[config.mk]
export PLATFORM = sky130hd
export DESIGN_NAME = adc_conversion_sequencer
export DESIGN_NICKNAME = d
export VERILOG_FILES = /design/src/pkg/adc_seq_pkg.sv /design/src/pkg/adc_clk_if.sv /design/src/hdl/adc_conversion_sequencer.sv /design/src/hdl/adc_clock_divider.sv
export SDC_FILE = /design/constraint.sdc
export NUM_CORES = 1
export LEC_CHECK = 0
export BUFFER_PORTS_ARGS = -buffer_cell sky130_fd_sc_hd__clkbuf_2
export CORE_ASPECT_RATIO = 0.5
export CORE_MARGIN = 10
export CORE_UTILIZATION = 54
export DETAILED_ROUTE_END_ITERATION = 10
export PLACE_DENSITY = 0.84
export SYNTH_ARGS = -nofsm -noshare
export SYNTH_HDL_FRONTEND = slang
export SYNTH_SLANG_ARGS = --single-unit
[constraint.sdc]
create_clock -name CLK_SYS_I -period 2.9 [get_ports CLK_SYS_I]
set_input_delay 0.29 -clock CLK_SYS_I [delete_from_list [all_inputs] [get_ports CLK_SYS_I]]
set_output_delay 0.29 -clock CLK_SYS_I [all_outputs]
set_load 0.02 [all_outputs]
[src/pkg/adc_seq_pkg.sv]
/*
  constants shared by the converter sequencer and its clock divider:
  register offsets, field positions, reset values, phase lengths and codes.
  assumes an 8-bit register port with an 8-bit address.
*/
package adc_seq_pkg;

  // register offsets on the plain register port
  localparam logic [7:0] OFS_CTRL_FIRST = 8'h00;
  localparam logic [7:0] OFS_CTRL_SECOND = 8'h01;
  localparam logic [7:0] OFS_RESULT_HIGH = 8'h02;
  localparam logic [7:0] OFS_RESULT_LOW = 8'h03;
  localparam logic [7:0] OFS_IRQ_CTRL = 8'h04;
  localparam logic [7:0] OFS_CAL_HIGH = 8'h05;
  localparam logic [7:0] OFS_CAL_LOW = 8'h06;
  localparam logic [7:0] OFS_OPTION_MAP = 8'h07;

  // converter_control_first fields
  localparam int POS_START = 7;
  localparam int POS_BUSY = 6;
  localparam int POS_POWER = 5;
  localparam int POS_ALIGN = 4;
  // converter_control_second fields
  localparam int POS_SRC_LSB = 5;
  localparam int POS_REF_LSB = 3;
  localparam int POS_DIV_LSB = 0;
  // irq control fields, then the option map enable
  localparam int POS_GIE = 0;
  localparam int POS_CIE = 1;
  localparam int POS_FLAG = 2;
  localparam int POS_TEMP_SENSOR_POWER = 3;
  localparam int POS_OPTION_MAP_CONTROL_EN = 0;

  // reset values
  localparam logic [7:0] RST_CTRL_FIRST = 8'h00;
  localparam logic [7:0] RST_CTRL_SECOND = 8'h00;
  localparam logic [11:0] RST_RESULT = 12'h000;

  // input source and reference codes
  localparam logic [2:0] SRC_EXT_A = 3'b000;
  localparam logic [2:0] SRC_TEMP = 3'b010;
  localparam logic [2:0] SRC_EXT_B = 3'b110;
  localparam logic [2:0] SRC_FORBIDDEN = 3'b111;
  localparam logic [1:0] REF_PIN = 2'b00;
  localparam logic [1:0] REF_TEMP = 2'b10;
  localparam logic [3:0] CH_LAST_LOW = 4'h3;
  localparam logic [3:0] CH_ABSENT = 4'h4;
  localparam logic [3:0] CH_LAST_HIGH = 4'h8;
  localparam int PIN_COUNT = 9;

  // phase lengths in conversion clock periods
  localparam logic [5:0] SAMPLE_PERIODS = 6'd4;
  localparam logic [5:0] SAMPLE_PERIODS_TEMP = 6'd46;
  localparam logic [5:0] CONVERT_PERIODS = 6'd12;
  localparam int RESULT_WIDTH = 12;

  // option memory mapping on the last program page
  localparam logic [13:0] OPT_T2_ADDR = 14'h3FF5;
  localparam logic [13:0] OPT_ADC2_HI_ADDR = 14'h3FF6;
  localparam logic [13:0] OPT_ADC2_LO_ADDR = 14'h3FF7;

  // one-hot sequencer states
  typedef enum logic [2:0] {
    ST_IDLE = 3'b001,
    ST_SAMPLE = 3'b010,
    ST_CONVERT = 3'b100
  } seq_state_t;

endpackage

[src/pkg/adc_clk_if.sv]
/*
  carrier between the sequencer and its conversion clock divider.
  assumes both ends run on the same system clock.
*/
`timescale 1ns/100ps
interface adc_clk_if;
  logic run;
  logic [2:0] div_sel;
  logic tick;
  // sequencer end
  modport ctrl (output run, output div_sel, input tick);
  // divider end
  modport gen (input run, input div_sel, output tick);
endinterface

[src/hdl/adc_conversion_sequencer.sv]
/*
  digital control of a 12-bit successive approximation converter: control and
  result registers, start pulse detection, sample/convert sequencing, completion
  flag and interrupt, analog steering outputs, and the calibration option memory.
  assumes the analog core presents a settled code on ADC_CODE_I at the end of
  the last convert period, and a single system clock for everything.
*/
// Decided for this implementation: strobed register access and the register offsets.
// How it works
// - non-temperature inputs sample 4 conversion clocks, convert 12, total 16.
// - temperature sensor input samples 46 conversion clocks, converts 12, total 58.
// - start bit low, high, low launches a conversion on the final fall.
// - in-progress flag high during conversion; result bytes valid once it drops.
// - clearing power-on turns the converter core off regardless of input.
// - result is a 12-bit code, one step equals reference over 4096.
// - alignment bit picks how the 12-bit result splits across two bytes.
// - second-point temperature code held at 3FF5H, 0.2C per step.
// - second-point code bits 11..4 at 3FF6H, bits 3..0 at 3FF7H.
// - option memory readable on last page only while mapping enabled.
// - start sets in-progress; completion sets the flag and interrupts if enabled.
// - divider field gives system clock over two to the field value.
// - external sources route codes 0-3 and 5-8 to pins; 12-15 float.
// - reference 01/11 analog supply, 10 temperature reference, 00 reference pin.
`timescale 1ns/100ps
module adc_conversion_sequencer #(
  parameter logic [7:0] CAL_HIGH = 8'h00, // arbitrary factory value
  parameter logic [7:0] CAL_LOW = 8'h00, // arbitrary factory value
  parameter logic [7:0] T2_CODE = 8'h00, // arbitrary factory value
  parameter logic [11:0] ADC2_CODE = 12'h000 // arbitrary factory value
) (
  // clock and reset
  input wire logic CLK_SYS_I,
  input wire logic RESETN_I,
  // register port
  input wire logic [7:0] REG_ADDR_I,
  input wire logic [7:0] REG_WDATA_I,
  input wire logic REG_WR_I,
  input wire logic REG_RD_I,
  output logic [7:0] REG_RDATA_O,
  // interrupt
  output logic IRQ_O,
  // analog core
  input wire logic [adc_seq_pkg::RESULT_WIDTH-1:0] ADC_CODE_I,
  output logic ADC_POWER_O,
  output logic SAMPLE_O,
  output logic CONVERT_O,
  output logic [2:0] INPUT_SRC_O,
  output logic [adc_seq_pkg::PIN_COUNT-1:0] PIN_SEL_O,
  output logic [2:0] REF_SEL_O,
  output logic TEMP_SENSOR_EN_O,
  // program memory table read of the option page
  input wire logic TBL_RD_I,
  input wire logic [13:0] TBL_ADDR_I,
  output logic [7:0] TBL_DATA_O,
  output logic TBL_HIT_O
);
  import adc_seq_pkg::*;

  adc_clk_if clk_if ();

  seq_state_t state_r, state_nxt;
  logic [5:0] cnt_r, cnt_nxt;
  logic [3:0] ch_r, ch_nxt;
  logic align_r, align_nxt;
  logic power_r, power_nxt;
  logic start_r, start_nxt;
  logic [2:0] src_r, src_nxt;
  logic [1:0] ref_r, ref_nxt;
  logic [2:0] div_r, div_nxt;
  logic gie_r, gie_nxt;
  logic cie_r, cie_nxt;
  logic flag_r, flag_nxt;
  logic temp_sensor_power_r, temp_sensor_power_nxt;
  logic option_map_control_r, option_map_control_nxt;
  logic [11:0] result_r, result_nxt;
  logic irq_r, irq_nxt;
  logic [7:0] rdata_r, rdata_nxt;
  logic [8:0] pin_r, pin_nxt;
  logic [2:0] refsel_r, refsel_nxt;
  logic [7:0] tbl_r, tbl_nxt;
  logic hit_r, hit_nxt;
  logic wr_first, wr_second, wr_irq;
  logic start_fall, start_rise, done;
  logic [5:0] sample_last;
  logic [7:0] res_high, res_low;
  logic [7:0] opt_mem [0:2];

  // divider connection: runs from the launching edge, so the first period is whole
  assign clk_if.run = ~state_nxt[0];
  assign clk_if.div_sel = div_r;

  adc_clock_divider u_div (
    .clk_i(CLK_SYS_I),
    .resetn_i(RESETN_I),
    .clk_if(clk_if)
  );

  // register write decode
  assign wr_first = REG_WR_I && (REG_ADDR_I == OFS_CTRL_FIRST);
  assign wr_second = REG_WR_I && (REG_ADDR_I == OFS_CTRL_SECOND);
  assign wr_irq = REG_WR_I && (REG_ADDR_I == OFS_IRQ_CTRL);

  // start pulse edges seen through writes of the start bit
  assign start_rise = wr_first && !start_r && REG_WDATA_I[POS_START];
  assign start_fall = wr_first && start_r && !REG_WDATA_I[POS_START];

  // sample length depends on the selected source
  assign sample_last = (src_r == SRC_TEMP) ? SAMPLE_PERIODS_TEMP - 6'd1
                                           : SAMPLE_PERIODS - 6'd1;

  // control register next values
  always_comb begin
    ch_nxt = ch_r;
    align_nxt = align_r;
    power_nxt = power_r;
    start_nxt = start_r;
    src_nxt = src_r;
    ref_nxt = ref_r;
    div_nxt = div_r;
    gie_nxt = gie_r;
    cie_nxt = cie_r;
    temp_sensor_power_nxt = temp_sensor_power_r;
    option_map_control_nxt = option_map_control_r;
    if (wr_first) begin
      ch_nxt = REG_WDATA_I[3:0];
      align_nxt = REG_WDATA_I[POS_ALIGN];
      power_nxt = REG_WDATA_I[POS_POWER];
      start_nxt = REG_WDATA_I[POS_START];
    end
    if (wr_second) begin
      if (REG_WDATA_I[POS_SRC_LSB +: 3] != SRC_FORBIDDEN) begin
        src_nxt = REG_WDATA_I[POS_SRC_LSB +: 3];
      end
      ref_nxt = REG_WDATA_I[POS_REF_LSB +: 2];
      div_nxt = REG_WDATA_I[POS_DIV_LSB +: 3];
    end
    if (wr_irq) begin
      gie_nxt = REG_WDATA_I[POS_GIE];
      cie_nxt = REG_WDATA_I[POS_CIE];
      temp_sensor_power_nxt = REG_WDATA_I[POS_TEMP_SENSOR_POWER];
    end
    if (REG_WR_I && (REG_ADDR_I == OFS_OPTION_MAP)) begin
      option_map_control_nxt = REG_WDATA_I[POS_OPTION_MAP_CONTROL_EN];
    end
  end

  always_ff @(posedge CLK_SYS_I or negedge RESETN_I) begin
    if (!RESETN_I) begin
      ch_r <= RST_CTRL_FIRST[3:0];
      align_r <= RST_CTRL_FIRST[POS_ALIGN];
      power_r <= RST_CTRL_FIRST[POS_POWER];
      start_r <= RST_CTRL_FIRST[POS_START];
      src_r <= RST_CTRL_SECOND[POS_SRC_LSB +: 3];
      ref_r <= RST_CTRL_SECOND[POS_REF_LSB +: 2];
      div_r <= RST_CTRL_SECOND[POS_DIV_LSB +: 3];
      gie_r <= 1'b0;
      cie_r <= 1'b0;
      temp_sensor_power_r <= 1'b0;
      option_map_control_r <= 1'b0;
    end else begin
      ch_r <= ch_nxt;
      align_r <= align_nxt;
      power_r <= power_nxt;
      start_r <= start_nxt;
      src_r <= src_nxt;
      ref_r <= ref_nxt;
      div_r <= div_nxt;
      gie_r <= gie_nxt;
      cie_r <= cie_nxt;
      temp_sensor_power_r <= temp_sensor_power_nxt;
      option_map_control_r <= option_map_control_nxt;
    end
  end

  // sequencer: idle, sample, convert, counted in conversion clock ticks
  always_comb begin
    state_nxt = state_r;
    cnt_nxt = cnt_r;
    result_nxt = result_r;
    done = 1'b0;
    case (state_r)
      ST_IDLE: begin
        cnt_nxt = 6'd0;
        if (start_fall && power_nxt) begin
          state_nxt = ST_SAMPLE;
        end
      end
      ST_SAMPLE: begin
        if (clk_if.tick) begin
          if (cnt_r == sample_last) begin
            state_nxt = ST_CONVERT;
            cnt_nxt = 6'd0;
          end else begin
            cnt_nxt = cnt_r + 6'd1;
          end
        end
      end
      ST_CONVERT: begin
        if (clk_if.tick) begin
          if (cnt_r == CONVERT_PERIODS - 6'd1) begin
            state_nxt = ST_IDLE;
            cnt_nxt = 6'd0;
            result_nxt = ADC_CODE_I;
            done = 1'b1;
          end else begin
            cnt_nxt = cnt_r + 6'd1;
          end
        end
      end
      default: begin
        state_nxt = ST_IDLE;
        cnt_nxt = 6'd0;
      end
    endcase
    // power off or a new rising start resets the converter mid-run
    if (!state_r[0] && (!power_nxt || start_rise)) begin
      state_nxt = ST_IDLE;
      cnt_nxt = 6'd0;
      result_nxt = result_r;
      done = 1'b0;
    end
  end

  always_ff @(posedge CLK_SYS_I or negedge RESETN_I) begin
    if (!RESETN_I) begin
      state_r <= ST_IDLE;
      cnt_r <= 6'd0;
      result_r <= RST_RESULT;
    end else begin
      state_r <= state_nxt;
      cnt_r <= cnt_nxt;
      result_r <= result_nxt;
    end
  end

  // completion flag and interrupt; completion wins over a software clear
  always_comb begin
    flag_nxt = flag_r;
    if (wr_irq) begin
      flag_nxt = REG_WDATA_I[POS_FLAG];
    end
    if (done) begin
      flag_nxt = 1'b1;
    end
    irq_nxt = flag_nxt && gie_nxt && cie_nxt;
  end

  always_ff @(posedge CLK_SYS_I or negedge RESETN_I) begin
    if (!RESETN_I) begin
      flag_r <= 1'b0;
      irq_r <= 1'b0;
    end else begin
      flag_r <= flag_nxt;
      irq_r <= irq_nxt;
    end
  end

  // result formatting across the byte pair
  always_comb begin
    if (align_r) begin
      res_high = {4'h0, result_r[11:8]};
      res_low = result_r[7:0];
    end else begin
      res_high = result_r[11:4];
      res_low = {result_r[3:0], 4'h0};
    end
  end

  // read data, present only in the cycle after the read strobe
  always_comb begin
    rdata_nxt = 8'h00;
    if (REG_RD_I) begin
      case (REG_ADDR_I)
        OFS_CTRL_FIRST: rdata_nxt = {start_r, ~state_r[0], power_r, align_r, ch_r};
        OFS_CTRL_SECOND: rdata_nxt = {src_r, ref_r, div_r};
        OFS_RESULT_HIGH: rdata_nxt = res_high;
        OFS_RESULT_LOW: rdata_nxt = res_low;
        OFS_IRQ_CTRL: rdata_nxt = {4'h0, temp_sensor_power_r, flag_r, cie_r, gie_r};
        OFS_CAL_HIGH: rdata_nxt = CAL_HIGH;
        OFS_CAL_LOW: rdata_nxt = {CAL_LOW[7:4], 4'h0};
        OFS_OPTION_MAP: rdata_nxt = {7'h00, option_map_control_r};
        default: rdata_nxt = 8'h00;
      endcase
    end
  end

  // analog steering: pins, reference, power
  always_comb begin
    pin_nxt = 9'h000;
    if (power_r && ((src_r == SRC_EXT_A) || (src_r == SRC_EXT_B))) begin
      if ((ch_r <= CH_LAST_HIGH) && (ch_r != CH_ABSENT)) begin
        pin_nxt = 9'(9'h001 << ch_r);
      end
    end
    case (ref_r)
      REF_PIN: refsel_nxt = 3'b001;
      REF_TEMP: refsel_nxt = 3'b100;
      default: refsel_nxt = 3'b010; // analog supply for 01 and 11
    endcase
  end

  // option memory contents on the last program page
  assign opt_mem[0] = T2_CODE;
  assign opt_mem[1] = ADC2_CODE[11:4];
  assign opt_mem[2] = {ADC2_CODE[3:0], 4'h0};

  // table read answers only while the mapping is enabled
  always_comb begin
    tbl_nxt = 8'h00;
    hit_nxt = 1'b0;
    if (TBL_RD_I && option_map_control_r) begin
      case (TBL_ADDR_I)
        OPT_T2_ADDR: tbl_nxt = opt_mem[0];
        OPT_ADC2_HI_ADDR: tbl_nxt = opt_mem[1];
        OPT_ADC2_LO_ADDR: tbl_nxt = opt_mem[2];
        default: tbl_nxt = 8'h00;
      endcase
      hit_nxt = (TBL_ADDR_I >= OPT_T2_ADDR) && (TBL_ADDR_I <= OPT_ADC2_LO_ADDR);
    end
  end

  always_ff @(posedge CLK_SYS_I or negedge RESETN_I) begin
    if (!RESETN_I) begin
      rdata_r <= 8'h00;
      pin_r <= 9'h000;
      refsel_r <= 3'b000;
      tbl_r <= 8'h00;
      hit_r <= 1'b0;
    end else begin
      rdata_r <= rdata_nxt;
      pin_r <= pin_nxt;
      refsel_r <= refsel_nxt;
      tbl_r <= tbl_nxt;
      hit_r <= hit_nxt;
    end
  end

  // outputs straight from flip-flops
  assign REG_RDATA_O = rdata_r;
  assign IRQ_O = irq_r;
  assign ADC_POWER_O = power_r;
  assign SAMPLE_O = state_r[1];
  assign CONVERT_O = state_r[2];
  assign INPUT_SRC_O = src_r;
  assign PIN_SEL_O = pin_r;
  assign REF_SEL_O = refsel_r;
  assign TEMP_SENSOR_EN_O = temp_sensor_power_r;
  assign TBL_DATA_O = tbl_r;
  assign TBL_HIT_O = hit_r;

endmodule // adc_conversion_sequencer

[src/hdl/adc_clock_divider.sv]
/*
  conversion clock divider: one tick every 2**div_sel system clocks while run.
  assumes run and div_sel are stable synchronous levels.
*/
`timescale 1ns/100ps
module adc_clock_divider (
  // clock and reset
  input wire logic clk_i,
  input wire logic resetn_i,
  // sequencer side
  adc_clk_if.gen clk_if
);
  import adc_seq_pkg::*;

  logic [6:0] cnt_r;
  logic [6:0] cnt_nxt;
  logic tick_r;
  logic tick_nxt;
  logic [6:0] limit;

  // divide by a power of two, restart whenever the sequencer idles
  always_comb begin
    limit = 7'((8'h01 << clk_if.div_sel) - 8'h01);
    cnt_nxt = 7'h00;
    tick_nxt = 1'b0;
    if (clk_if.run) begin
      if (cnt_r >= limit) begin
        tick_nxt = 1'b1;
      end else begin
        cnt_nxt = cnt_r + 7'h01;
      end
    end
  end

  always_ff @(posedge clk_i or negedge resetn_i) begin
    if (!resetn_i) begin
      cnt_r <= 7'h00;
      tick_r <= 1'b0;
    end else begin
      cnt_r <= cnt_nxt;
      tick_r <= tick_nxt;
    end
  end

  assign clk_if.tick = tick_r;

endmodule // adc_clock_divider

### After elaboration in Yosys (flattened, before gate mapping)

Index checks and enable logic that the tools add are counted.

| storage, ports and cells | value |
|---|---|
| input bits | 47 |
| output and inout bits | 37 |
| bits in registers | 71 |
| logic and storage cells | 118 |

| cells by class | value |
|---|---|
| add/sub/neg operators | 3 |
| magnitude comparators | 4 |
| bitwise operators | 2 |
| eq/ne operators | 20 |
| shifts and indexed selects | 2 |
| reductions and logical operators | 29 |
| multiplexer cells | 35 |

Operator list:

| operator | number |
|---|---|
| 8-bit one-hot mux with 6 select lines | 1 |
| 6-bit two-way mux | 6 |
| 8-bit two-way mux | 3 |
| 3-bit two-way mux | 6 |
| 9-bit two-way mux | 2 |
| 8-bit by 2-bit == test with 1-bit output (second input constant) | 2 |
| 8-bit by 3-bit == test with 1-bit output (second input constant) | 2 |
| 1-bit logical AND | 16 |
| 14-bit >= comparator (second input constant) | 1 |
| 14-bit <= comparator (second input constant) | 1 |
| 7-bit two-way mux | 2 |
| 1-bit two-way mux | 12 |
| 3-bit != test (second input constant) | 4 |
| 6-bit one-hot mux with 2 select lines | 1 |
| 3-bit one-hot mux with 3 select lines | 1 |
| 1-bit by 4-bit left shift with 9-bit output (first input constant) | 1 |
| 8-bit by 1-bit == test with 1-bit output (second input constant) | 1 |
| 8-bit zero test | 1 |
| 7-bit by 1-bit adder with 7-bit output (second input constant) | 1 |
| 7-bit >= comparator | 1 |
| 1-bit by 3-bit left shift with 7-bit output (first input constant) | 1 |
| 7-bit by 1-bit subtractor with 7-bit output (second input constant) | 1 |
| 6-bit by 1-bit adder with 6-bit output (second input constant) | 1 |
| 3-bit by 2-bit == test with 1-bit output (second input constant) | 2 |
| other kinds (17) | 25 |

### Longest topological paths before layout

Gate-level depths: netlist of run 1.

| depth | value |
|---|---|
| depth in word-level cells | 10 |
| gate-level depth with buffers | 8 |
| gate-level depth less buffers | 7 |

### Modules after synthesis

From an unflattened synthesis of run 1, not the netlist that was laid out.

| unflattened totals | value |
|---|---|
| cells, all modules | 372 |
| area, all modules | 3,653.5 sq um |

Modules (own cells, without submodules):

| module | area each (sq um) | times used | cells each | seq. area each (sq um) |
|---|---|---|---|---|
| adc_conversion_sequencer | 3,129.3 | 1 | 317 | 1,577.8 |
| adc_clock_divider | 524.3 | 1 | 55 | 200.2 |

### Worst setup path after synthesis of run 1

Ideal clock, no wire load.

| timing path | value |
|---|---|
| kind | input port to flip-flop |
| from | in REG_ADDR_I[7] |
| to | reg result_r[0] |
| data required time | 2,775 ps |
| library setup time | 125 ps |
| path slack | 243 ps |
| buffers on the path | 3 |
| cell stages on the path | 8 |
| arrival | 2,532 ps |
| cells stage by stage | or4_1 buf_2 or3_4 o31a_1 or3_1 buf_6 buf_12 mux2_4 |

| between the ends | value |
|---|---|
| word-level cells in the longest chain between the ends | 8 |
| elaborated cells between the ends (all ways) | 10 |
| classes of those cells | 1 x mux; 1 x bitwise; 8 x reduce/logical |

RTL lines:

| what | line | RTL |
|---|---|---|
| from (decl) | adc_conversion_sequencer.sv:35 | `input wire logic [7:0] REG_ADDR_I,` |
| 8-bit zero test (*) | adc_conversion_sequencer.sv:99 | `assign wr_first = REG_WR_I && (REG_ADDR_I == OFS_CTRL_FIRST);` |
| 1-bit logical AND (*) | adc_conversion_sequencer.sv:99 |  |
| 1-bit two-way mux / 1-bit logical AND (equally long branches) | adc_conversion_sequencer.sv:124, adc_conversion_sequencer.sv:104 |  |
| 1-bit zero test / 1-bit logical AND (equally long branches) | adc_conversion_sequencer.sv:216, adc_conversion_sequencer.sv:104 |  |
| 1-bit logical OR (*) | adc_conversion_sequencer.sv:216 | `if (!state_r[0] && (!power_nxt \|\| start_rise)) begin` |
| 1-bit logical AND (*) | adc_conversion_sequencer.sv:216 |  |
| 1-bit inverter (no line) (*) | - |  |
| 4-bit AND reduction (no line) (*) | - |  |
| to (signal assigned) | adc_conversion_sequencer.sv:232 | `result_r <= result_nxt;` |
| to (decl) | adc_conversion_sequencer.sv:75 | `logic [11:0] result_r, result_nxt;` |

Every way passes the cells marked *; elsewhere a longest branch is shown, timed or not.
A chain may end at the register's enable or synchronous reset.

### Final worst setup path of run 1

| timing path | value |
|---|---|
| from | in REG_ADDR_I[7] |
| to | reg result_r[3] |

The elaborated chain is that of the path after synthesis.

==> qor.txt, run 1 <==
outcome -> finished, final reports clean
EDFF count, synth -> 0
post-DP HPWL -> 6.509 mm
distinct cell type count after synthesis -> 57
number of gates resized after cts -> 0
die area -> 10730 sq um
RR Startpoint -> clk_if.div_sel[1]$_DFFE_PN0P_
Synth warnings -> 0
# diodes -> 0
Post-Synthesis Cell Area -> 3684 sq um
Max Cap Viol -> 0
max-slew headroom at the worst pin -> 45.10%
Avg Inst Size Synth -> 10.71 sq um
Starting Density -> 55.41%
grt total ovfl -> 0
Area growth syn-to-layout -> 21.16%
top-count cell post-synth -> dfrtp_1
largest net degree at the start of global routing -> 37
Fmax -> 407.4 MHz
vias in the first global route -> 2893
Clk Latency, worst-skew pair -> 0.33 ns
CP Launch Type -> input port
Setup Buffers After CTS -> 0
hold crit path type -> input port to asynchronous set/reset pin
Sum Neg Setup Slack -> 0 ns
ANT nets after route -> 0
Layout Nets -> 476
I/O Pins -> 84
global-route total usage across every layer -> 16.67%
final setup vio count -> 0
Final Skew -> 0.005348 ns
Worst IR Drop VDD -> 0.2913 mV
GP Congestion -> 0.8636
Die Wd -> 136.8 um
sequential cell area -> 1778 sq um
cts bufs inserted -> 9
Final WS setup -> 0.4452 ns
Leak -> 2.152 nW
first-pass GRT wire length -> 14.39 mm
post-layout min period -> 2.455 ns
FF+latch count, synth -> 71
register area share after synthesis -> 48.27%
crit path DAT -> 2.67 ns
layout cells sized above 1 -> 31.76%
post-synthesis async set-or-reset flop share -> 100.0%
vias post-DR -> 2920
Fin. Hold Viols -> 0
RSZ-0062 raised after global routing -> no
row count -> 21
multi-input logic area -> 1760 sq um
buffer depth of the longest clock path -> 2
R2R Path End -> u_div.clk_if.tick$_DFF_PN0_
antenna violations before repair -> 0
# fillers -> 476
height of the chip -> 78.40 um
WP data required -> 3.11 ns
CP endpoint kind -> flip-flop
Worst-Margin Slew -> 0.8235 ns
core region area -> 6648 sq um
ranking of synthesized cells by area -> dfrtp_1 (48%), mux2_2 (6.7%), mux2i_1 (3.3%)
R2R setup slack -> 0.65 ns
final wirelength -> 8.804 mm
port bufs -> 75
post-synth top area share -> 47.55%
clock sinks -> 71
Commonest cells post-synth -> dfrtp_1 (70), nand2_1 (23), nor2_1 (23)
DR iter-0 viols -> 217
Worst-path clk slew -> 0.06 ns
routed len/inst -> 17.03 um
area leader, netlist -> dfrtp_1
R2R depth -> 7
clk root buf -> clkbuf_16
drt first pass iters -> 4
CTS H-tree depth -> 3
Slew Viols, Final -> 0
Post-Syn Instances -> 344
Setup CP Type -> input port to flip-flop
final worst path period share -> 84.65%
ys flop type -> dfrtp_1
setup slack at placement -> 0.1330 ns
CTS tree -> done
crit-path max FO -> 14
cts hold-fix bufs -> 0
PwrDens -> 553.1 nW/um^2
vias per cell -> 5.648
Remaining DRCs -> 0
==> sequential cells by signal, indices dropped and copies added (netlist names), 2 cells and up <==
name / flops
INPUT_SRC_O: 3
PIN_SEL_O: 9
REF_SEL_O: 3
REG_RDATA_O: 8
ch_r: 4
clk_if.div_sel: 3
cnt_r: 6
ref_r: 2
result_r: 12
state_r: 3
u_div.cnt_r: 7
==> cell type report <==
type                       count  area share [%]
inverter                       8          0.6728
clock inverter                 5           2.327
timing repair buffer          81           9.700
multi-input combinational    249           39.44
tap                           92           2.579
sequential                    71           39.84
clock buffer                  11           5.439
==> how the worst max path moves through the flow <==
stage,start,cells past startpoint,end
finish,REG_ADDR_I[7],7,result_r[3]$_DFFE_PN0P_
global route,REG_ADDR_I[7],7,result_r[1]$_DFFE_PN0P_
CTS,REG_ADDR_I[7],7,result_r[3]$_DFFE_PN0P_
detailed placement,REG_ADDR_I[7],7,result_r[9]$_DFFE_PN0P_
global placement,REG_ADDR_I[7],7,result_r[10]$_DFFE_PN0P_
floorplan,REG_ADDR_I[7],8,result_r[0]$_DFFE_PN0P_
==> critical path, stage by stage <==
cell and delay, ns:
clkbuf_2 0.09, or4_1 0.63, or3_4 0.38, o31a_1 0.37
or3_1 0.38, buf_4 0.22, mux2_4 0.31
==> layer usage <==
metal	wire (um)	vias to the layer above	track usage, %
li1	-	1399	-
met1	3772	1412	20.57
met2	4228	94	26.90
met3	664	15	5.464
met4	138	0	6.067
met5	0	-	0
==> cells by family (layout without fill, tap and decap cells) <==
kind of cell	after synthesis	count (layout)	share of synthesized area, %
simple gates	122	122	17.83
flops	71	71	48.27
compound gates	59	59	10.84
mux	42	42	13.25
buf+inv	32	105	4.755
fa+ha+maj	9	9	3.057
xor+xnor	8	8	1.902
other cells	1	9	0.1018
==> placed cells by master (no fill, tap or decap), drive strengths merged, types with 3 or more instances in the layout <==
cell type   n
or3         4
nor3       10
nand2      23
nor2       23
a21oi      13
o21ai       8
ha          9
nand4b      3
and3        5
o22ai       3
a31oi       4
mux2i      12
nor4        6
or2         3
o211ai      8
xnor2       5
bufinv      3
nand4       3
nand3b      3
inv         9
xor2        3
a22oi       7
conb        9
dfrtp      70
nor2b       8
nand2b      6
nand3      15
clkbuf     85
o22a        3
mux2       30
buf         7
==> through the flow <==
| stage | cell area [sq um] | hold WS, ns | power [mW] | std cells | util, % |
|---|---|---|---|---|---|
| 4_1_cts | 4463 | 0.07431 | 2.477 | 517 | 67.14 |
| 5_1_grt | 4463 | 0.1019 | 2.553 | 517 | 67.14 |
| 3_3_place_gp | 4116 | 0.4201 | 1.211 | 501 | 61.92 |
| 2_1_floorplan | 3714 | -0.005591 | 1.135 | 352 | - |
| 6_report | 4463 | 0.05094 | 2.469 | 517 | 67.14 |
| 3_5_place_dp | 4116 | 0.4275 | 1.216 | 501 | 61.92 |
==> power breakdown <==
group          internal (mW)  switching (mW)  total, mW
Combinational         0.0671           0.101      0.168
Sequential              1.01          0.0228       1.03
Clock                  0.865           0.404       1.27
Total                   1.94           0.528       2.47
(Power assumes the default switching activity.)
==> inputs of run 2 (changes only) <==
- ABC_AREA: unset -> 1
- CORE_UTILIZATION: 54 -> 49
- PLACE_DENSITY: 0.84 -> 0.8
- clock period: 2.9 -> 2 ns (I/O delays scaled with it)
==> qor.txt, run 2 <==
outcome -> finished, final reports clean (unchanged)
distinct cell type count after synthesis -> 42 (was 57)
I/O Pins -> 84 (unchanged)
WP data required -> 2.27 ns (was 3.11 ns)
drt first pass iters -> 5 (was 4)
Final Skew -> 0.005171 ns (was 0.005348 ns)
final wirelength -> 9.332 mm (was 8.804 mm)
PwrDens -> 767.3 nW/um^2 (was 553.1 nW/um^2)
Commonest cells post-synth -> nand2_1 (100), dfrtp_1 (70), inv_1 (60) (was dfrtp_1 (70), nand2_1 (23), nor2_1 (23))
most frequent cells in the layout -> nand2_1 (100), clkbuf_2 (74), dfrtp_1 (70) (was clkbuf_2 (74), dfrtp_1 (70), nor2_1 (23), nand2_1 (23), mux2_2 (22))
Worst-Margin Slew -> 0.5257 ns (was 0.8235 ns)
port bufs -> 75 (unchanged)
final worst path period share -> 86.39%
Avg Inst Size Synth -> 8.188 sq um (was 10.71 sq um)
RSZ-0062 raised after global routing -> no (unchanged)
global-route total usage across every layer -> 16.32% (was 16.67%)
flip-flop count of the largest register after layout -> 12 (unchanged)
Remaining DRCs -> 0 (unchanged)
CTS tree -> done (unchanged)
vias in the first global route -> 3227 (was 2893)
Max Cap Viol -> 0 (unchanged)
multi-input logic area -> 1637 sq um (was 1760 sq um)
top-count cell post-synth -> nand2_1 (was dfrtp_1)
CTS H-tree depth -> 3 (unchanged)
hold slack -> 0.07116 ns (was 0.05094 ns)
die area -> 11680 sq um (was 10730 sq um)
Post-Synthesis Cell Area -> 3717 sq um (was 3684 sq um)
FF+latch count, synth -> 71 (unchanged)
R2R Path End -> u_div.cnt_r[5]$_DFF_PN0_ (was u_div.clk_if.tick$_DFF_PN0_)
R2R depth -> 8 (was 7)
Starting Density -> 50.58% (was 55.41%)
ys flop type -> dfrtp_1 (unchanged)
Leak -> 2.408 nW (was 2.152 nW)
commonest non-fill, non-tap cell in the layout -> nand2_1 (was clkbuf_2)
Layout Nets -> 597 (was 476)
# fillers -> 631 (was 476)
GP Congestion -> 0.9148 (was 0.8636)
R2R setup slack -> 0.27 ns (was 0.65 ns)
ranking of synthesized cells by area -> dfrtp_1 (47%), nand2_1 (10%), inv_1 (6.1%) (was dfrtp_1 (48%), mux2_2 (6.7%), mux2i_1 (3.3%))
Largest Register -> result_r (unchanged)
final setup vio count -> 0 (unchanged)
# diodes -> 0 (unchanged)
antenna violations before repair -> 0 (unchanged)
CP endpoint kind -> flip-flop (unchanged)
met2 usage -> 27.39% (was 26.90%)
largest net degree at the start of global routing -> 27 (was 37)
Clk Latency, worst-skew pair -> 0.34 ns (was 0.33 ns)
buffer depth of the longest clock path -> 2 (unchanged)
clk root buf -> clkbuf_16 (unchanged)
area leader, netlist -> dfrtp_1 (unchanged)
Synth warnings -> 0 (unchanged)
Worst-path clk slew -> 0.05 ns (was 0.06 ns)
post-synth top area share -> 47.12% (was 47.55%)
height of the chip -> 81.59 um (was 78.40 um)
crit-path max FO -> 8 (was 14)
grt total ovfl -> 0 (unchanged)
register area share after synthesis -> 47.83% (was 48.27%)
vias post-DR -> 3357 (was 2920)
vias per cell -> 5.229 (was 5.648)
Die Wd -> 143.2 um (was 136.8 um)
row count -> 22 (was 21)
CP Launch Type -> flip-flop (was input port)
grt met3 use -> 4.893% (was 5.464%)
total power -> 3.498 mW (was 2.469 mW)
Post-Syn Instances -> 454 (was 344)
M1 GR Usage -> 19.85% (was 20.57%)
post-layout min period -> 1.728 ns
Area growth syn-to-layout -> 22.65% (was 21.16%)
Fmax -> 578.7 MHz
ANT nets after route -> 0 (unchanged)
Worst IR Drop VDD -> 0.5500 mV (was 0.2913 mV)
Sum Neg Setup Slack -> 0 ns (unchanged)
layout cells sized above 1 -> 21.43% (was 31.76%)
crit path to -> u_div.cnt_r[5]$_DFF_PN0_ (was result_r[3]$_DFFE_PN0P_)
EDFF count, synth -> 0 (unchanged)
Fin. Hold Viols -> 0 (unchanged)
beginning of the critical path -> clk_if.div_sel[1]$_DFFE_PN0P_ (was REG_ADDR_I[7])
GR peak layer -> met2 (unchanged)
clock sinks -> 71 (unchanged)
cts bufs inserted -> 9 (unchanged)
hold crit path type -> input port to flip-flop (was input port to asynchronous set/reset pin)
Slew Viols, Final -> 0 (unchanged)
core region area -> 7350 sq um (was 6648 sq um)
DR iter-0 viols -> 261 (was 217)
post-DP HPWL -> 7.085 mm (was 6.509 mm)
RR Startpoint -> clk_if.div_sel[1]$_DFFE_PN0P_ (unchanged)
crit path DAT -> 2.00 ns (was 2.67 ns)
sequential cell area -> 1778 sq um (unchanged)
routed len/inst -> 14.54 um (was 17.03 um)
first-pass GRT wire length -> 15.32 mm (was 14.39 mm)
max-slew headroom at the worst pin -> 64.95% (was 45.10%)
Setup CP Type -> flip-flop to flip-flop (was input port to flip-flop)
post-synthesis async set-or-reset flop share -> 100.0% (unchanged)
==> run 2: cell count changes after synthesis, moves of 8 or more <==
cell | previous run | this run
clkbuf_1 | 12 | 2
mux2_4 | 8 | 0
o21ai_0 | 7 | 27
nand3_1 | 15 | 29
inv_1 | 8 | 60
nor2b_1 | 8 | 0
nand2_1 | 23 | 100
nor2_1 | 23 | 46
mux2i_1 | 12 | 0
mux2_2 | 22 | 0
a21oi_1 | 13 | 29
==> run 2: report_power, final <==
group,internal (mW),switching (mW)
Sequential,1.47,0.0278
Combinational,0.0855,0.166
Clock,1.13,0.621
==> run 2: what timing repair did <==
item                                   CTS  global route
setup endpoints to repair                0             5
endpoints found under the hold margin   18             0
resized for setup                        0             1
buffers inserted                         0             0
hold buffers                             1             0
==> run 2: critical path: stages, from the launching register on <==
cell,delay [ns]
dfrtp_1,0.42
o21ai_0,0.19
ha_1,0.28
a21oi_1,0.13
o21ai_0,0.09
a21oi_1,0.12
o21a_2,0.23
nand3b_1,0.10
nor2_1,0.09
==> run 2: cells by family (layout without fill, tap and decap cells) <==
| group | Yosys count | after routing | share of synthesized area [%] |
|---|---|---|---|
| flops | 71 | 71 | 47.83 |
| fa+ha+maj | 9 | 9 | 3.029 |
| compound gates | 77 | 77 | 11.51 |
| simple gates | 213 | 213 | 26.89 |
| other cells | 1 | 9 | 0.1009 |
| buf+inv | 76 | 160 | 8.987 |
| xor+xnor | 7 | 7 | 1.649 |
==> run 2: metrics by stage <==
step | instance area [sq um] | worst slack (ns) | instances | util, %
global placement | 4217 | 0.2704 | 625 | 57.37
global route | 4559 | 0.04367 | 642 | 62.04
floorplan | 3747 | 0.4101 | 462 | -
detailed placement | 4217 | 0.1754 | 625 | 57.37
finish | 4559 | 0.2721 | 642 | 62.04
CTS | 4558 | 0.1590 | 642 | 62.02
==> run 2: layer usage <==
layer / up-vias / wire length, um
li1: 1640 / -
met2: 120 / 4370
met1: 1576 / 4034
met5: - / 0
met4: 0 / 171
met3: 21 / 756
==> run 2: worst min-delay path by stage <==
stage	from	endpoint	cells after the start
2_1_floorplan	RESETN_I	ADC_POWER_O$_DFF_PN0_	0
3_3_place_gp	RESETN_I	u_div.cnt_r[6]$_DFF_PN0_	1
3_5_place_dp	RESETN_I	u_div.cnt_r[6]$_DFF_PN0_	1
4_1_cts	REG_RD_I	REG_RDATA_O[3]$_DFF_PN0_	3
5_1_grt	REG_RD_I	REG_RDATA_O[3]$_DFF_PN0_	3
6_report	REG_RD_I	REG_RDATA_O[3]$_DFF_PN0_	3
==> run 2: cell type report <==
| type | instances | share of cell area [%] |
|---|---|---|
| sequential | 71 | 39.00 |
| multi-input combinational | 315 | 35.89 |
| timing repair buffer | 81 | 9.824 |
| inverter | 63 | 5.379 |
| clock buffer | 10 | 5.241 |
| tap | 96 | 2.634 |
| clock inverter | 6 | 2.031 |
==> inputs of run 3 (changes only) <==
- PLACE_DENSITY: 0.8 -> 0.76
==> qor.txt, run 3 (synthesized netlist as in run 2, its figures left out) <==
outcome -> finished, final reports clean (unchanged)
crit-path most repeated cell -> a21oi_1
final wirelength -> 9.003 mm (was 9.332 mm)
largest net degree at the start of global routing -> 28 (was 27)
Clk Latency, worst-skew pair -> 0.34 ns (about the same)
CTS H-tree depth -> 3 (unchanged)
vias per cell -> 5.059 (was 5.229)
CP Launch Type -> flip-flop (unchanged)
height of the chip -> 81.59 um (unchanged)
Area after DPL -> 4217 sq um (unchanged)
vias in the first global route -> 3121 (was 3227)
RSZ-0062 raised after global routing -> no (unchanged)
clk root buf -> clkbuf_16 (unchanged)
vias post-DR -> 3248 (was 3357)
global-route total usage across every layer -> 16.17% (was 16.32%)
Fmax -> 579.4 MHz (was 578.7 MHz)
antenna violations before repair -> 0 (unchanged)
core region area -> 7350 sq um (unchanged)
commonest non-fill, non-tap cell in the layout -> nand2_1 (unchanged)
CP endpoint kind -> flip-flop (unchanged)
post-layout min period -> 1.726 ns (was 1.728 ns)
flip-flop count of the largest register after layout -> 12 (unchanged)
hold slack -> 0.08016 ns (was 0.07116 ns)
worst hold path depth -> 3 (unchanged)
most frequent cells in the layout -> nand2_1 (100), clkbuf_2 (74), dfrtp_1 (70) (unchanged)
GP Congestion -> 0.8660 (was 0.9148)
Final Skew -> 0.007332 ns (was 0.005171 ns)
I/O Pins -> 84 (unchanged)
internal power -> 2.558 mW (was 2.684 mW)
first-pass GRT wire length -> 15.05 mm (was 15.32 mm)
final core utilization -> 61.70% (was 62.04%)
Worst-Margin Slew -> 0.5375 ns (was 0.5257 ns)
sequential power share -> 44.4% (was 42.8%)
drt first pass iters -> 6 (was 5)
max-slew headroom at the worst pin -> 64.17% (was 64.95%)
PwrDens -> 742.4 nW/um^2 (was 767.3 nW/um^2)
final setup vio count -> 0 (unchanged)
crit path DAT -> 1.99 ns (was 2.00 ns)
Max Cap Viol -> 0 (unchanged)
WP data required -> 2.26 ns (was 2.27 ns)
row count -> 22 (unchanged)
P_sw -> 0.8084 mW (was 0.8145 mW)
Sum Neg Setup Slack -> 0 ns (unchanged)
Max stage delay cell, worst path -> dfrtp_1 (unchanged)
sw frac -> 24.01% (was 23.28%)
layout cells sized above 1 -> 21.43% (unchanged)
final worst path period share -> 86.30% (was 86.39%)
logic gate share of total power -> 7.4% (was 7.2%)
crit-path max FO -> 8 (unchanged)
R2R depth -> 8 (unchanged)
Layout Nets -> 597 (unchanged)
hold crit path type -> input port to flip-flop (unchanged)
CP Cell Sequence -> nand3_1, ha_1, a21oi_1, o21ai_0, a21oi_1, o21a_2, nand2_1, nor2_1 (was o21ai_0, ha_1, a21oi_1, o21ai_0, a21oi_1, o21a_2, nand3b_1, nor2_1)
clock sinks -> 71 (unchanged)
DR iter-0 viols -> 238 (was 261)
slowest stage delay, CP -> 0.42 ns (about the same)
fin area -> 4534 sq um (was 4559 sq um)
Slew Viols, Final -> 0 (unchanged)
Remaining DRCs -> 0 (unchanged)
Area growth syn-to-layout -> 21.98% (was 22.65%)
setup slack at placement -> 0.1912 ns (was 0.1754 ns)
Worst-path clk slew -> 0.06 ns (was 0.05 ns)
routed len/inst -> 14.02 um (was 14.54 um)
cts bufs inserted -> 9 (unchanged)
Worst IR Drop VDD -> 0.4447 mV (was 0.5500 mV)
ANT nets after route -> 0 (unchanged)
Die Wd -> 143.2 um (unchanged)
die area -> 11680 sq um (unchanged)
Setup CP Type -> flip-flop to flip-flop (unchanged)
buffer depth of the longest clock path -> 2 (unchanged)
grt total ovfl -> 0 (unchanged)
port bufs -> 75 (unchanged)
# diodes -> 0 (unchanged)
Leak -> 2.398 nW (was 2.408 nW)
post-DP HPWL -> 7.121 mm (was 7.085 mm)
Fin. Hold Viols -> 0 (unchanged)
clock power share -> 48.2% (was 50.1%)
Largest Register -> result_r (unchanged)
CTS tree -> done (unchanged)
Final WS setup -> 0.2741 ns (was 0.2721 ns)
Starting Density -> 50.58% (unchanged)
run 3: power by group through the flow:
stage	Clock [mW]	Sequential [mW]	Combinational [mW]
4_1_cts	1.66	1.50	0.252
3_3_place_gp	0	1.52	0.243
2_1_floorplan	0	1.53	0.123
6_report	1.62	1.50	0.249
5_1_grt	1.72	1.50	0.281
3_5_place_dp	0	1.52	0.249
run 3: path summary, 6_finish.rpt:
check | end | start | slack (ns)
worst max-delay path | u_div.cnt_r[0]$_DFF_PN0_ | clk_if.div_sel[2]$_DFFE_PN0P_ | 0.27
worst min-delay path | REG_RDATA_O[3]$_DFF_PN0_ | REG_RD_I | 0.08
worst max register to register | u_div.cnt_r[0]$_DFF_PN0_ | clk_if.div_sel[2]$_DFFE_PN0P_ | 0.27
worst min register to register | REF_SEL_O[1]$_DFF_PN0_ | ref_r[0]$_DFFE_PN0P_ | 0.43
max in group asynchronous | result_r[6]$_DFFE_PN0P_ | RESETN_I | 1.09
min in group asynchronous | u_div.cnt_r[5]$_DFF_PN0_ | RESETN_I | 0.38
run 3: timing repair:
item	4_1_cts	5_1_grt
hold buffers	1	0
setup endpoints to repair	0	8
buffers inserted	0	0
endpoints found under the hold margin	18	0
gates resized for setup	0	2
run 3: per-layer routing:
layer	share of wire (%)	wire, um	vias to the layer above	track usage [%]
met5	0	0	-	0
met4	1.1	103	0	3.988
met3	8.8	794	13	6.505
met2	45	4032	104	25.77
met1	45	4073	1486	20.32
li1	-	-	1645	-
run 3: metrics by stage:
stage	cells	power, mW
4_1_cts	642	3.405
3_5_place_dp	625	1.770
3_3_place_gp	625	1.763
2_1_floorplan	462	1.649
6_report	642	3.366
5_1_grt	642	3.501
run 3: worst max-delay path: cells and delay by family, from the launching register on:
family	cells	cell delay [ns]
AOI/OAI and AO/OA	4	0.60
adders and majority gates	1	0.32
DFF	1	0.42
and+or+nand+nor	3	0.30
run 3: area by class of cell:
class / count / area [sq um]
inverter: 63 / 245.2
multi-input combinational: 315 / 1637
clock buffer: 10 / 239.0
timing repair buffer: 81 / 447.9
clock inverter: 6 / 67.56
sequential: 71 / 1778
tap: 96 / 120.1
fill: 632 / 2815
